===== config.mk =====
export PLATFORM = sky130hd
export DESIGN_NAME = interrupt_request_enable_bank
export DESIGN_NICKNAME = d
export VERILOG_FILES = /design/src/irq_bank_pkg.sv /design/src/interrupt_request_enable_bank.sv
export SDC_FILE = /design/constraint.sdc
export NUM_CORES = 1
export LEC_CHECK = 0
export BUFFER_PORTS_ARGS = -buffer_cell sky130_fd_sc_hd__clkbuf_2
export CAP_MARGIN = 20
export CELL_PAD_IN_SITES_DETAIL_PLACEMENT = 1
export CELL_PAD_IN_SITES_GLOBAL_PLACEMENT = 1
export CORE_MARGIN = 10
export CORE_UTILIZATION = 26
export CTS_BUF_LIST = sky130_fd_sc_hd__clkbuf_2
export DETAILED_ROUTE_END_ITERATION = 7
export HOLD_SLACK_MARGIN = 0.05
export PLACE_DENSITY = 0.62
export SLEW_MARGIN = 40
export SYNTH_ARGS = -nofsm -noshare
export SYNTH_HDL_FRONTEND = slang
export SYNTH_SLANG_ARGS = --single-unit

===== constraint.sdc =====
create_clock -name ref_clk -period 2.7 [get_ports ref_clk]
set_input_delay 0.135 -clock ref_clk [delete_from_list [all_inputs] [get_ports ref_clk]]
set_output_delay 0.135 -clock ref_clk [all_outputs]
set_load 0.005 [all_outputs]

===== src/irq_bank_pkg.sv =====
package irq_bank_pkg;

  // Register offsets, byte addresses on the bus
  localparam logic [11:0] OFS_GROUP_REG = 12'h000;
  localparam logic [11:0] OFS_PERIPH_REG = 12'h004;
  localparam logic [11:0] OFS_EVENT_STATUS = 12'h008;
  localparam logic [11:0] OFS_EVENT_MASK = 12'h00C;

  // Bit positions, group register
  localparam int GROUP_FIVE_REQUEST = 7;
  localparam int GROUP_FOUR_REQUEST = 6;
  localparam int GROUP_THREE_REQUEST = 5;
  localparam int GROUP_TWO_REQUEST = 4;
  localparam int GROUP_FIVE_ENABLE = 3;
  localparam int GROUP_FOUR_ENABLE = 2;
  localparam int GROUP_THREE_ENABLE = 1;
  localparam int GROUP_TWO_ENABLE = 0;

  // Bit positions, peripheral register
  localparam int TIMEBASE_REQUEST = 7;
  localparam int GROUP_SIX_REQUEST = 6;
  localparam int EEPROM_REQUEST = 5;
  localparam int SERIAL_PORT_REQUEST = 4;
  localparam int TIMEBASE_ENABLE = 3;
  localparam int GROUP_SIX_ENABLE = 2;
  localparam int EEPROM_ENABLE = 1;
  localparam int SERIAL_PORT_ENABLE = 0;

  // Reset values
  localparam logic [7:0] RST_GROUP_REG = 8'h00;
  localparam logic [7:0] RST_PERIPH_REG = 8'h00;
  localparam logic [7:0] RST_EVENT_STATUS = 8'h00;
  localparam logic [7:0] RST_EVENT_MASK = 8'h00;

  // One bit per interrupt source; low nibble is the group register order
  typedef struct packed {
    logic timebase;
    logic group_six;
    logic eeprom;
    logic serial_port;
    logic group_five;
    logic group_four;
    logic group_three;
    logic group_two;
  } src_s;

  // Whole state of the bank
  typedef struct packed {
    logic [7:0] group_reg;
    logic [7:0] periph_reg;
    logic [7:0] status;
    logic [7:0] mask;
    logic dp_wr;
    logic [11:0] dp_addr;
    logic [7:0] rdata;
  } bank_state_s;

endpackage : irq_bank_pkg


===== src/interrupt_request_enable_bank.sv =====
`timescale 1ns/1ps

module interrupt_request_enable_bank #(
  parameter int ADDR_W = 12
) (
  input wire logic ref_clk,
  input wire logic rst,
  // AHB-Lite slave
  input wire logic hsel,
  input wire logic [ADDR_W-1:0] haddr,
  input wire logic [1:0] htrans,
  input wire logic hwrite,
  input wire logic [2:0] hsize,
  input wire logic [31:0] hwdata,
  input wire logic hready,
  output logic [31:0] hrdata,
  output logic hreadyout,
  output logic hresp,
  // Peripheral set pulses, one per source
  input wire irq_bank_pkg::src_s src_event,
  // Global interrupt enable from the CPU
  input wire logic global_enable,
  // Requests towards the CPU interrupt logic
  output irq_bank_pkg::src_s cpu_request,
  // Summary interrupt line
  output logic irq
);

  ////////////////////////////////////////////////////////////////////////////
  // Parameter check

  // Decoder compares twelve address bits
  if (ADDR_W < 12) begin : g_bad_addr_w
    $error("ADDR_W must be at least 12");
  end

  ////////////////////////////////////////////////////////////////////////////
  // State

  // Registered state and its next value
  irq_bank_pkg::bank_state_s s_r;
  irq_bank_pkg::bank_state_s s_nxt;

  // Source events as a plain vector
  logic [7:0] ev;
  // Request flags of both registers
  logic [7:0] flags;
  // Enables of both registers
  logic [7:0] enables;
  // Address phase accepted this cycle
  logic accept;
  // Accepted read of the event status register
  logic rd_status;
  // Low address bits used for decoding
  logic [11:0] addr_lo;

  assign ev = src_event;
  assign addr_lo = haddr[11:0];
  // Flags sit in the upper nibble, enables in the lower
  assign flags = {s_r.periph_reg[7:4], s_r.group_reg[7:4]};
  assign enables = {s_r.periph_reg[3:0], s_r.group_reg[3:0]};
  assign accept = hsel && htrans[1] && hready;
  assign rd_status = accept && !hwrite && (addr_lo == irq_bank_pkg::OFS_EVENT_STATUS);

  ////////////////////////////////////////////////////////////////////////////
  // Next state

  // Bus writes, flag sets, status clear and read data
  always_comb begin
    s_nxt = s_r;
    // Data phase of a write stores the low byte
    if (s_r.dp_wr) begin
      if (s_r.dp_addr == irq_bank_pkg::OFS_GROUP_REG) begin
        s_nxt.group_reg = hwdata[7:0];
      end else if (s_r.dp_addr == irq_bank_pkg::OFS_PERIPH_REG) begin
        s_nxt.periph_reg = hwdata[7:0];
      end else if (s_r.dp_addr == irq_bank_pkg::OFS_EVENT_MASK) begin
        s_nxt.mask = hwdata[7:0];
      end
    end
    // Group flags; a set beats a same-cycle clear
    s_nxt.group_reg[irq_bank_pkg::GROUP_FIVE_REQUEST] =
      s_nxt.group_reg[irq_bank_pkg::GROUP_FIVE_REQUEST] | src_event.group_five;
    s_nxt.group_reg[irq_bank_pkg::GROUP_FOUR_REQUEST] =
      s_nxt.group_reg[irq_bank_pkg::GROUP_FOUR_REQUEST] | src_event.group_four;
    s_nxt.group_reg[irq_bank_pkg::GROUP_THREE_REQUEST] =
      s_nxt.group_reg[irq_bank_pkg::GROUP_THREE_REQUEST] | src_event.group_three;
    s_nxt.group_reg[irq_bank_pkg::GROUP_TWO_REQUEST] =
      s_nxt.group_reg[irq_bank_pkg::GROUP_TWO_REQUEST] | src_event.group_two;
    // Peripheral flags; a set beats a same-cycle clear
    s_nxt.periph_reg[irq_bank_pkg::TIMEBASE_REQUEST] =
      s_nxt.periph_reg[irq_bank_pkg::TIMEBASE_REQUEST] | src_event.timebase;
    s_nxt.periph_reg[irq_bank_pkg::GROUP_SIX_REQUEST] =
      s_nxt.periph_reg[irq_bank_pkg::GROUP_SIX_REQUEST] | src_event.group_six;
    s_nxt.periph_reg[irq_bank_pkg::EEPROM_REQUEST] =
      s_nxt.periph_reg[irq_bank_pkg::EEPROM_REQUEST] | src_event.eeprom;
    s_nxt.periph_reg[irq_bank_pkg::SERIAL_PORT_REQUEST] =
      s_nxt.periph_reg[irq_bank_pkg::SERIAL_PORT_REQUEST] | src_event.serial_port;
    // Sticky event status, cleared by a read, set wins
    if (rd_status) begin
      s_nxt.status = ev;
    end else begin
      s_nxt.status = s_r.status | ev;
    end
    // Address phase capture
    s_nxt.dp_wr = accept && hwrite;
    s_nxt.dp_addr = addr_lo;
    // Read data, forwarded from the values being stored now; status gives its value before the clear
    s_nxt.rdata = 8'h00;
    if (accept && !hwrite) begin
      if (addr_lo == irq_bank_pkg::OFS_GROUP_REG) begin
        s_nxt.rdata = s_nxt.group_reg;
      end else if (addr_lo == irq_bank_pkg::OFS_PERIPH_REG) begin
        s_nxt.rdata = s_nxt.periph_reg;
      end else if (addr_lo == irq_bank_pkg::OFS_EVENT_STATUS) begin
        s_nxt.rdata = s_r.status;
      end else if (addr_lo == irq_bank_pkg::OFS_EVENT_MASK) begin
        s_nxt.rdata = s_nxt.mask;
      end
    end
  end

  ////////////////////////////////////////////////////////////////////////////
  // State register

  // Synchronous reset clears every flag and enable
  always_ff @(posedge ref_clk) begin
    if (rst) begin
      s_r.group_reg <= irq_bank_pkg::RST_GROUP_REG;
      s_r.periph_reg <= irq_bank_pkg::RST_PERIPH_REG;
      s_r.status <= irq_bank_pkg::RST_EVENT_STATUS;
      s_r.mask <= irq_bank_pkg::RST_EVENT_MASK;
      s_r.dp_wr <= 1'b0;
      s_r.dp_addr <= 12'h000;
      s_r.rdata <= 8'h00;
    end else begin
      s_r <= s_nxt;
    end
  end

  ////////////////////////////////////////////////////////////////////////////
  // Outputs

  // Zero wait states, always OKAY
  assign hreadyout = 1'b1;
  assign hresp = 1'b0;
  // Narrow data in the low byte, upper bits zero
  assign hrdata = {24'h00_0000, s_r.rdata};
  // Per-source request: flag, enable and global enable
  assign cpu_request = flags & enables & {8{global_enable}};
  // Summary line while any unmasked status bit is set
  assign irq = |(s_r.status & s_r.mask);
endmodule : interrupt_request_enable_bank


; Yosys cells after proc, flatten, opt, wreduce, memory -nomap -nowiden
; Index checks and enable logic that the tools add are counted.
[totals]
output_inout_bits = 43
inputBits = 63
wordCells = 48
reg_bits = 53
[op_classes]
bitwise = 13
mux = 13
reduce_logical = 10
n_eq_ne = 5
[ops]
columns = cell, n
row1 = $mux 8, 12
row2 = $eq 12x4->1 const B, 3
row3 = $and 8x8->8, 3
row4 = $eq 12x3->1 const B, 2
row5 = $logic_not 12->1, 2
row6 = $mux 16, 1
row7 = $or 1x1->1, 8
row8 = $or 8x8->8, 1
row9 = $reduce_or 8->1, 1
row10 = $logic_and 1x1->1, 5
row11 = $reduce_or 2->1, 1
row12 = $logic_not 1->1, 1
row13 = $not 1->1, 1

; Logic depth before layout (Yosys ltp)
; Gate-level depths: netlist of run 1.
[logic_depth]
ltp_word = 9
depth_mapped = 7
ltp_nobuf = 5

; Worst setup path after synthesis of run 1
; OpenSTA, ideal clock, no wires.
[synth_timing]
kind = flip-flop to flip-flop
from = register s_r[8] (netlist name)
to = register s_r (netlist bit hrdata[4])
path_buffers = 0
synth_period_minus_slack_ps = 1973
setup_time_ps = 86
stages_incl_launch_ff = 6
required_ps = 2614
arrival_ps = 1887
setup_slack_ps = 727
path_cell_list = dfxtp_1 -> or4b_4 -> nor4_4 -> mux2i_1 -> a32o_1 -> a211oi_1
[synth_via]
elab_chain_len = 9
elab_cells_between_ends = 17
classes_between = eq/ne: 2 / mux: 12 / bitwise: 2 / reduce/logical: 1
[synth_rtl]
columns = item, line_no
row1 = "start, declared", interrupt_request_enable_bank.sv:41  ; irq_bank_pkg::bank_state_s s_r;
row2 = "start signal, assigned", interrupt_request_enable_bank.sv:137  ; s_r <= s_nxt;
row3 = $eq 12x4->1, interrupt_request_enable_bank.sv:77  ; end else if (s_r.dp_addr == irq_bank_pkg::OFS_EVENT_MASK) begin
row4 = $mux 8, interrupt_request_enable_bank.sv:77
row5 = $mux 8, interrupt_request_enable_bank.sv:75  ; end else if (s_r.dp_addr == irq_bank_pkg::OFS_PERIPH_REG) begin
row6 = $mux 8, interrupt_request_enable_bank.sv:73  ; if (s_r.dp_addr == irq_bank_pkg::OFS_GROUP_REG) begin
row7 = $mux 8, interrupt_request_enable_bank.sv:72  ; if (s_r.dp_wr) begin
row8 = $mux 8, interrupt_request_enable_bank.sv:117  ; end else if (addr_lo == irq_bank_pkg::OFS_EVENT_MASK) begin
row9 = $mux 8, interrupt_request_enable_bank.sv:115  ; end else if (addr_lo == irq_bank_pkg::OFS_EVENT_STATUS) begin
row10 = $mux 8, interrupt_request_enable_bank.sv:113  ; end else if (addr_lo == irq_bank_pkg::OFS_PERIPH_REG) begin
row11 = $mux 8 *, interrupt_request_enable_bank.sv:111  ; if (addr_lo == irq_bank_pkg::OFS_GROUP_REG) begin
; Every way passes the cells marked *; elsewhere a longest branch is shown, timed or not.
; A chain may end at the register's enable or synchronous reset.

; Worst setup path in the final report of run 1
[layout_timing]
from = register s_r[8] (netlist name)
to = register s_r (netlist bit hrdata[1])
; Same word-level chain as after synthesis.

==> results_dict.tcl, run 1 <==
set metrics [dict create \
    status "finished, final reports clean" \
    use_met1 0.1326 \
    grt_pass1_wl_mm 12.90 \
    globalplace.congestion 0.7729 \
    period_share 0.8323 \
    post-synth-top-count-cell "dfxtp_1" \
    peakVddDrop_v 0.0001378 \
    fin_ws_ns 0.4529 \
    synth_top_area_share 0.4141 \
    initial_core_util 0.2646 \
    synthArstFlopShare 0 \
    multiInputGateArea_sq_um 1265 \
    synthFlopType "dfxtp_1" \
    r2r-end "hrdata[1]" \
    startpoint "s_r[8]" \
    finalMaxSlewViolations 0 \
    p_per_area_nw_per_um2 417.4 \
    r2r_slack_ns 0.45 \
    remaining_drc_errors 0 \
    netlist_top_cells_area "dfxtp_1 (41%), buf_4 (10%), mux2i_1 (5.9%), nor2_1 (4.4%), and3_1 (3.9%)" \
    hp-class "primary input to flip-flop" \
    clock.fmax_mhz 445.0 \
    p_int_mw 0.9596 \
    clkSinkCount 53 \
    fp.dieW_um 119.3 \
    synthTopCellsByCount "dfxtp_1 (53), buf_4 (35), nor2_1 (30)" \
    area_growth_pct 23.05 \
    p_sw_frac 0.2709 \
    fin_tns_setup_ns 0 \
    clockPowerShare 0.236 \
    rsz0062_at_grt "false" \
    clkTransAtPathRegs_ns 0.26 \
    crit_path_start_kind "flip-flop" \
    drtIter0Drc 100 \
    cts_resized 0 \
    final_cells 490 \
    required_ns 3.01 \
    grt_busiest_layer "met2" \
    use_met3 0.02031 \
    drtAntennaViolNets 0 \
    final_nets 418 \
    wl_per_cell_um 16.27 \
    coreArea_sq_um 9684 \
    ys_ff_latch 53 \
    rows 36 \
    htree_levels 2 \
    switching_power_mw 0.3565 \
    cts_tree "yes" \
    synth_edf_count 0 \
    grt_overflow_total 0 \
    r2r_cells 6 \
    critPathArrivalTime_ns 2.56 \
    seq_area_frac_synth 0.4141 \
    crit_end "hrdata[1]" \
    pwr-share-seq 0.631 \
    synth_area_leader_cell "dfxtp_1" \
    hold-worst-slack_ns 0.1326 \
    final_util 0.3256 \
    place.port_buffers 51 \
    clk_path_buf_depth 2 \
    setup_viol 0 \
    postSynthAreaPerCell_sq_um 9.023 \
    skew_ns 0.01459 \
    cts_root_buf "clkbuf_2" \
    clk_latency_ns 0.43 \
    die_h_um 119.3 \
    crit_type "flip-flop to flip-flop" \
    p_leak_nw 1.314 \
    grt_pass1_vias 2535 \
    cts_buffers 5 \
    max-cap-violations 0 \
    post-place-ws_ns 0.4477 \
    drive_gt1_frac 0.2163 \
    use_met2 0.1919 \
    first_pass_iters 4 \
    dp_cells 453 \
    grt.total_usage 0.1095 \
    io-pin-count 106 \
    hold_buffers 28 \
    pwr-share-comb 0.133 \
    vias 2260 \
    syn_inst 284 \
    antenna_found_initial 1 \
    yosysUniqueCellTypes 35 \
    seqCellArea_sq_um 1061 \
    hold_viol_final 0 \
    post-cts-setup-buffer-count 0 \
    wirelength_mm 7.974 \
    die_area_sq_um 14230 \
    r2r_start "s_r[8]" \
    fin_crit_ns 2.247 \
    yosys_warnings 0 \
    endpoint_kind "flip-flop" \
    fillers 1163 \
    viasPerCell 4.612 \
    grt_max_degree 46 \
    syn_area_sq_um 2562 \
    cp_max_fo 12 \
    dpl.hpwl_mm 5.978 \
]
[final cells by class]
type                    count  area share
multi-input cells         203      0.4012
repair buffers             88      0.1913
well taps                 133     0.05278
flip-flops and latches     53      0.3365
clock inverters             2    0.003175
diodes                      1   0.0007937
inverters                   4    0.004762
clock buffers               6    0.009524
[layer usage]
metal / vias to the layer above / wire, um
li1: 1104 / -
met1: 1100 / 3637
met2: 49 / 3961
met3: 7 / 268
met4: 0 / 106
met5: - / 0
[worst min path at each step]
| stage | start | end | cells after the start |
|---|---|---|---|
| floorplan | src_event[0] | s_r[29] | 2 |
| global placement | src_event[6] | s_r[35] | 3 |
| detailed placement | src_event[2] | s_r[31] | 3 |
| CTS | rst | hrdata[5] | 5 |
| global route | rst | hrdata[6] | 5 |
| finish | rst | hrdata[5] | 5 |
[cells in the final DEF, fill, tap and decap left out, types with 2 or more instances in the layout]
master / Yosys / layout
nor2b_1: 13 / 13
nand2b_1: 6 / 6
o21ai_0: 13 / 13
a221oi_1: 4 / 4
nand2_1: 5 / 5
nand3b_1: 8 / 8
nor4_4: 2 / 2
a21oi_1: 17 / 17
a32o_1: 4 / 4
nor2_1: 30 / 30
clkbuf_2: 0 / 57
nor4_1: 4 / 4
o22ai_1: 8 / 8
nand3_1: 2 / 2
a211oi_1: 4 / 4
conb_1: 2 / 26
mux2_2: 4 / 4
a2111oi_0: 4 / 4
inv_1: 4 / 4
dfxtp_1: 53 / 53
mux2i_1: 15 / 15
and3_1: 16 / 16
clkinv_2: 0 / 2
a22oi_1: 4 / 4
nor3_1: 2 / 2
nand4_1: 3 / 3
buf_4: 35 / 9
dlygate4sd3_1: 0 / 28
[through the flow]
| stage | total power, mW | instance area, sq um |
|---|---|---|
| finish | 1.316 | 3153 |
| global route | 1.392 | 3153 |
| CTS | 1.330 | 3151 |
| detailed placement | 0.9870 | 2830 |
| global placement | 0.9814 | 2830 |
| floorplan | 0.9509 | 2653 |
[cells by family (layout without fill, tap and decap cells)]
logic type             after synthesis  count (layout)  share of synthesized area
other                                2              27                   0.002931
buffers and inverters               52             100                     0.1274
flip-flops                          53              53                     0.4141
multiplexers                        19              19                    0.07617
AO/OA/AOI/OAI                       59              59                     0.1475
AND/OR/NAND/NOR                     99              99                     0.2319
[power by group through the flow]
stage          registers, mW  logic, mW  clock network [mW]
3_5_place_dp           0.845      0.142                   0
4_1_cts                0.830      0.174               0.326
2_1_floorplan          0.837      0.114                   0
5_1_grt                0.835      0.196               0.361
6_report               0.830      0.175               0.311
3_3_place_gp           0.844      0.138                   0
[critical path, stage by stage (launching register included)]
cell	delay [ns]
dfxtp_1	0.38
or4b_4	0.59
nor4_4	0.28
buf_4	0.28
a221oi_1	0.07
and3_1	0.19
a2111oi_0	0.35
[sequential cells by signal (all words and copies together), names as in the netlist]
name	flops
s_r	29
enables	8
flags	8
hrdata	8
(Power assumes the default switching activity.)
==> run 2, diff against run 1 <==
PLACE_DENSITY = 0.64   (was 0.62)
clock period = 1.9 ns   (was 2.7 ns; I/O delays follow)
==> run 2 against run 1 <==
Power increased by 58%. Clock skew increased by 0.0061 ns. Via count increased by 3.4%. Combinational power increased by 70%. Count of clock-buffer cells in the layout decreased by 1. Largest cell class unchanged. Worst hold slack got worse by 0.045 ns. Die area unchanged. Critical path depth increased by 1. Global-route usage increased by 0.79 points. Sequential power increased by 43%. Non-clock buffer count increased by 21. The run now ends with setup timing left. Final area increased by 13%.
==> results_dict.tcl, run 2 (synthesized netlist as in run 1, its figures left out) <==
set metrics [dict create \
    skew_ns 0.02068 \
    area_growth_pct 38.53 \
    p_per_area_nw_per_um2 585.3 \
    fin_ws_ns -0.1150 \
    htree_levels 2 \
    p_total_mw 2.078 \
    pwr-share-comb 0.143 \
    period_share 1.061 \
    crit_path_start_kind "flip-flop" \
    viasPerCell 4.571 \
    crit_chain "or4b_4 > buf_4 > nor4_4 > buf_6 > mux2i_1 > a32o_1 > a211oi_2" \
    grt_max_degree 46 \
    critPathArrivalTime_ns 2.40 \
    cpPeakStageDelay_ns 0.56 \
    min_from "haddr[2]" \
    first_pass_iters 4 \
    clkTransAtPathRegs_ns 0.28 \
    p_sw_frac 0.2702 \
    place.port_buffers 51 \
    r2r_start "s_r[18]" \
    grt_overflow_total 0 \
    clock.fmax_mhz 496.3 \
    cts_root_buf "clkbuf_2" \
    drtAntennaViolNets 0 \
    crit_type "flip-flop to flip-flop" \
    hold_viol_final 0 \
    p_leak_nw 1.463 \
    met3_wirelength_um 295 \
    grt_pass1_wl_mm 13.61 \
    final_nets 439 \
    cp_num_buf_inv 2 \
    coreArea_sq_um 9684 \
    startpoint "s_r[18]" \
    clkSinkCount 53 \
    remaining_drc_errors 0 \
    drive_gt1_frac 0.3210 \
    required_ns 2.29 \
    io-pin-count 106 \
    initial_core_util 0.2646 \
    post-place-ws_ns -0.2594 \
    antenna_found_initial 1 \
    routed.top_layer "met4" \
    rsz0062_at_grt "true" \
    cts_buffers 5 \
    fp.dieW_um 119.3 \
    fin_crit_ns 2.015 \
    clk_latency_ns 0.46 \
    slew_headroom 0.5744 \
    layout_common_cells "clkbuf_2 (56), dfxtp_1 (48), nor2_1 (30), dlygate4sd3_1 (29), conb_1 (26)" \
    rows 36 \
    pwr-share-seq 0.570 \
    wl_met1_mm 3.828 \
    cts_tree "yes" \
    max-cap-violations 0 \
    globalplace.congestion 0.7487 \
    r2r_slack_ns -0.11 \
    violations "setup timing" \
    setup_viol 11 \
    p_int_mw 1.516 \
    die_h_um 119.3 \
    clockPowerShare 0.286 \
    vias 2336 \
    wirelength_mm 8.819 \
    dp_cells 466 \
    hp-class "primary input to flip-flop" \
    final_util 0.3665 \
    fin_tns_setup_ns -0.6366 \
    die_area_sq_um 14230 \
    peakVddDrop_v 0.0002322 \
    drtIter0Drc 89 \
    finalMaxSlewViolations 0 \
    dpl.hpwl_mm 6.123 \
    cp_max_fo 5 \
    largest_reg_flops 29 \
    worstMarginPinSlew_ns 0.6335 \
    final_cells 511 \
    final_common_cell "clkbuf_2" \
    critPathTopFamily "simple AND/OR/NAND/NOR gates" \
    met2_length_mm 4.583 \
    wl_per_cell_um 17.26 \
    switching_power_mw 0.5615 \
    clk_path_buf_depth 2 \
    grt.total_usage 0.1174 \
    regMostFlops "s_r" \
    grt_pass1_vias 2503 \
    cp_slowest_cell "or4b_4" \
    endpoint_kind "flip-flop" \
    status "finished with violations" \
]
==> run 2: cell count changes in the layout (fill, tap and decap cells not counted), sizes merged <==
cell,previous run,this run
buf,9,29
bufinv,0,1
clkinvlp,0,1
clkinv,2,1
dlygate4sd3,28,29
clkbuf,57,56
==> run 2: final cells by class <==
class	count	area, sq um
clock buffer	5	25.02
timing repair buffer	109	793.3
sequential	53	1067
multi-input combinational	203	1439
tap	133	166.4
fill	1145	6135
clock inverter	3	41.29
antenna	1	2.502
inverter	4	15.01
==> run 2: worst paths after layout <==
check,depth (start not counted),to
worst min register to register,2,enables[7]
worst max-delay path,7,hrdata[6]
worst min-delay path,3,s_r[10]
worst max register to register,7,hrdata[6]
==> run 2: routing by layer <==
metal,global-route usage,up-vias
li1,-,1145
met1,0.1386,1134
met2,0.2106,49
met3,0.02126,8
met4,0.03435,0
met5,0,-
==> run 2: repair_timing <==
item | in CTS | in global routing
buffers inserted | 4 | 3
setup endpoints to repair | 16 | 28
pin swaps | 4 | 9
gates resized for setup | 24 | 20
hold buffers | 29 | 0
hold endpoints to repair | 47 | 0
==> run 2: worst reg2reg max path, stage by stage (launching register included) <==
cell      delay, ns
dfxtp_2        0.38
or4b_4         0.56
buf_4          0.16
nor4_4         0.14
buf_6          0.18
mux2i_1        0.25
a32o_1         0.24
a211oi_2       0.04
==> run 2: through the flow <==
stage	instance area (sq um)	hold WS, ns
5_1_grt	3550	0.06108
3_3_place_gp	2932	0.3207
6_report	3550	0.08791
4_1_cts	3401	0.05420
2_1_floorplan	2660	0.2124
3_5_place_dp	2932	0.3308
==> run 2: power groups by stage <==
stage	Combinational (mW)	Clock (mW)	Sequential [mW]
3_3_place_gp	0.214	0	1.20
3_5_place_dp	0.221	0	1.20
6_report	0.298	0.595	1.19
5_1_grt	0.327	0.653	1.19
4_1_cts	0.277	0.613	1.18
2_1_floorplan	0.162	0	1.19
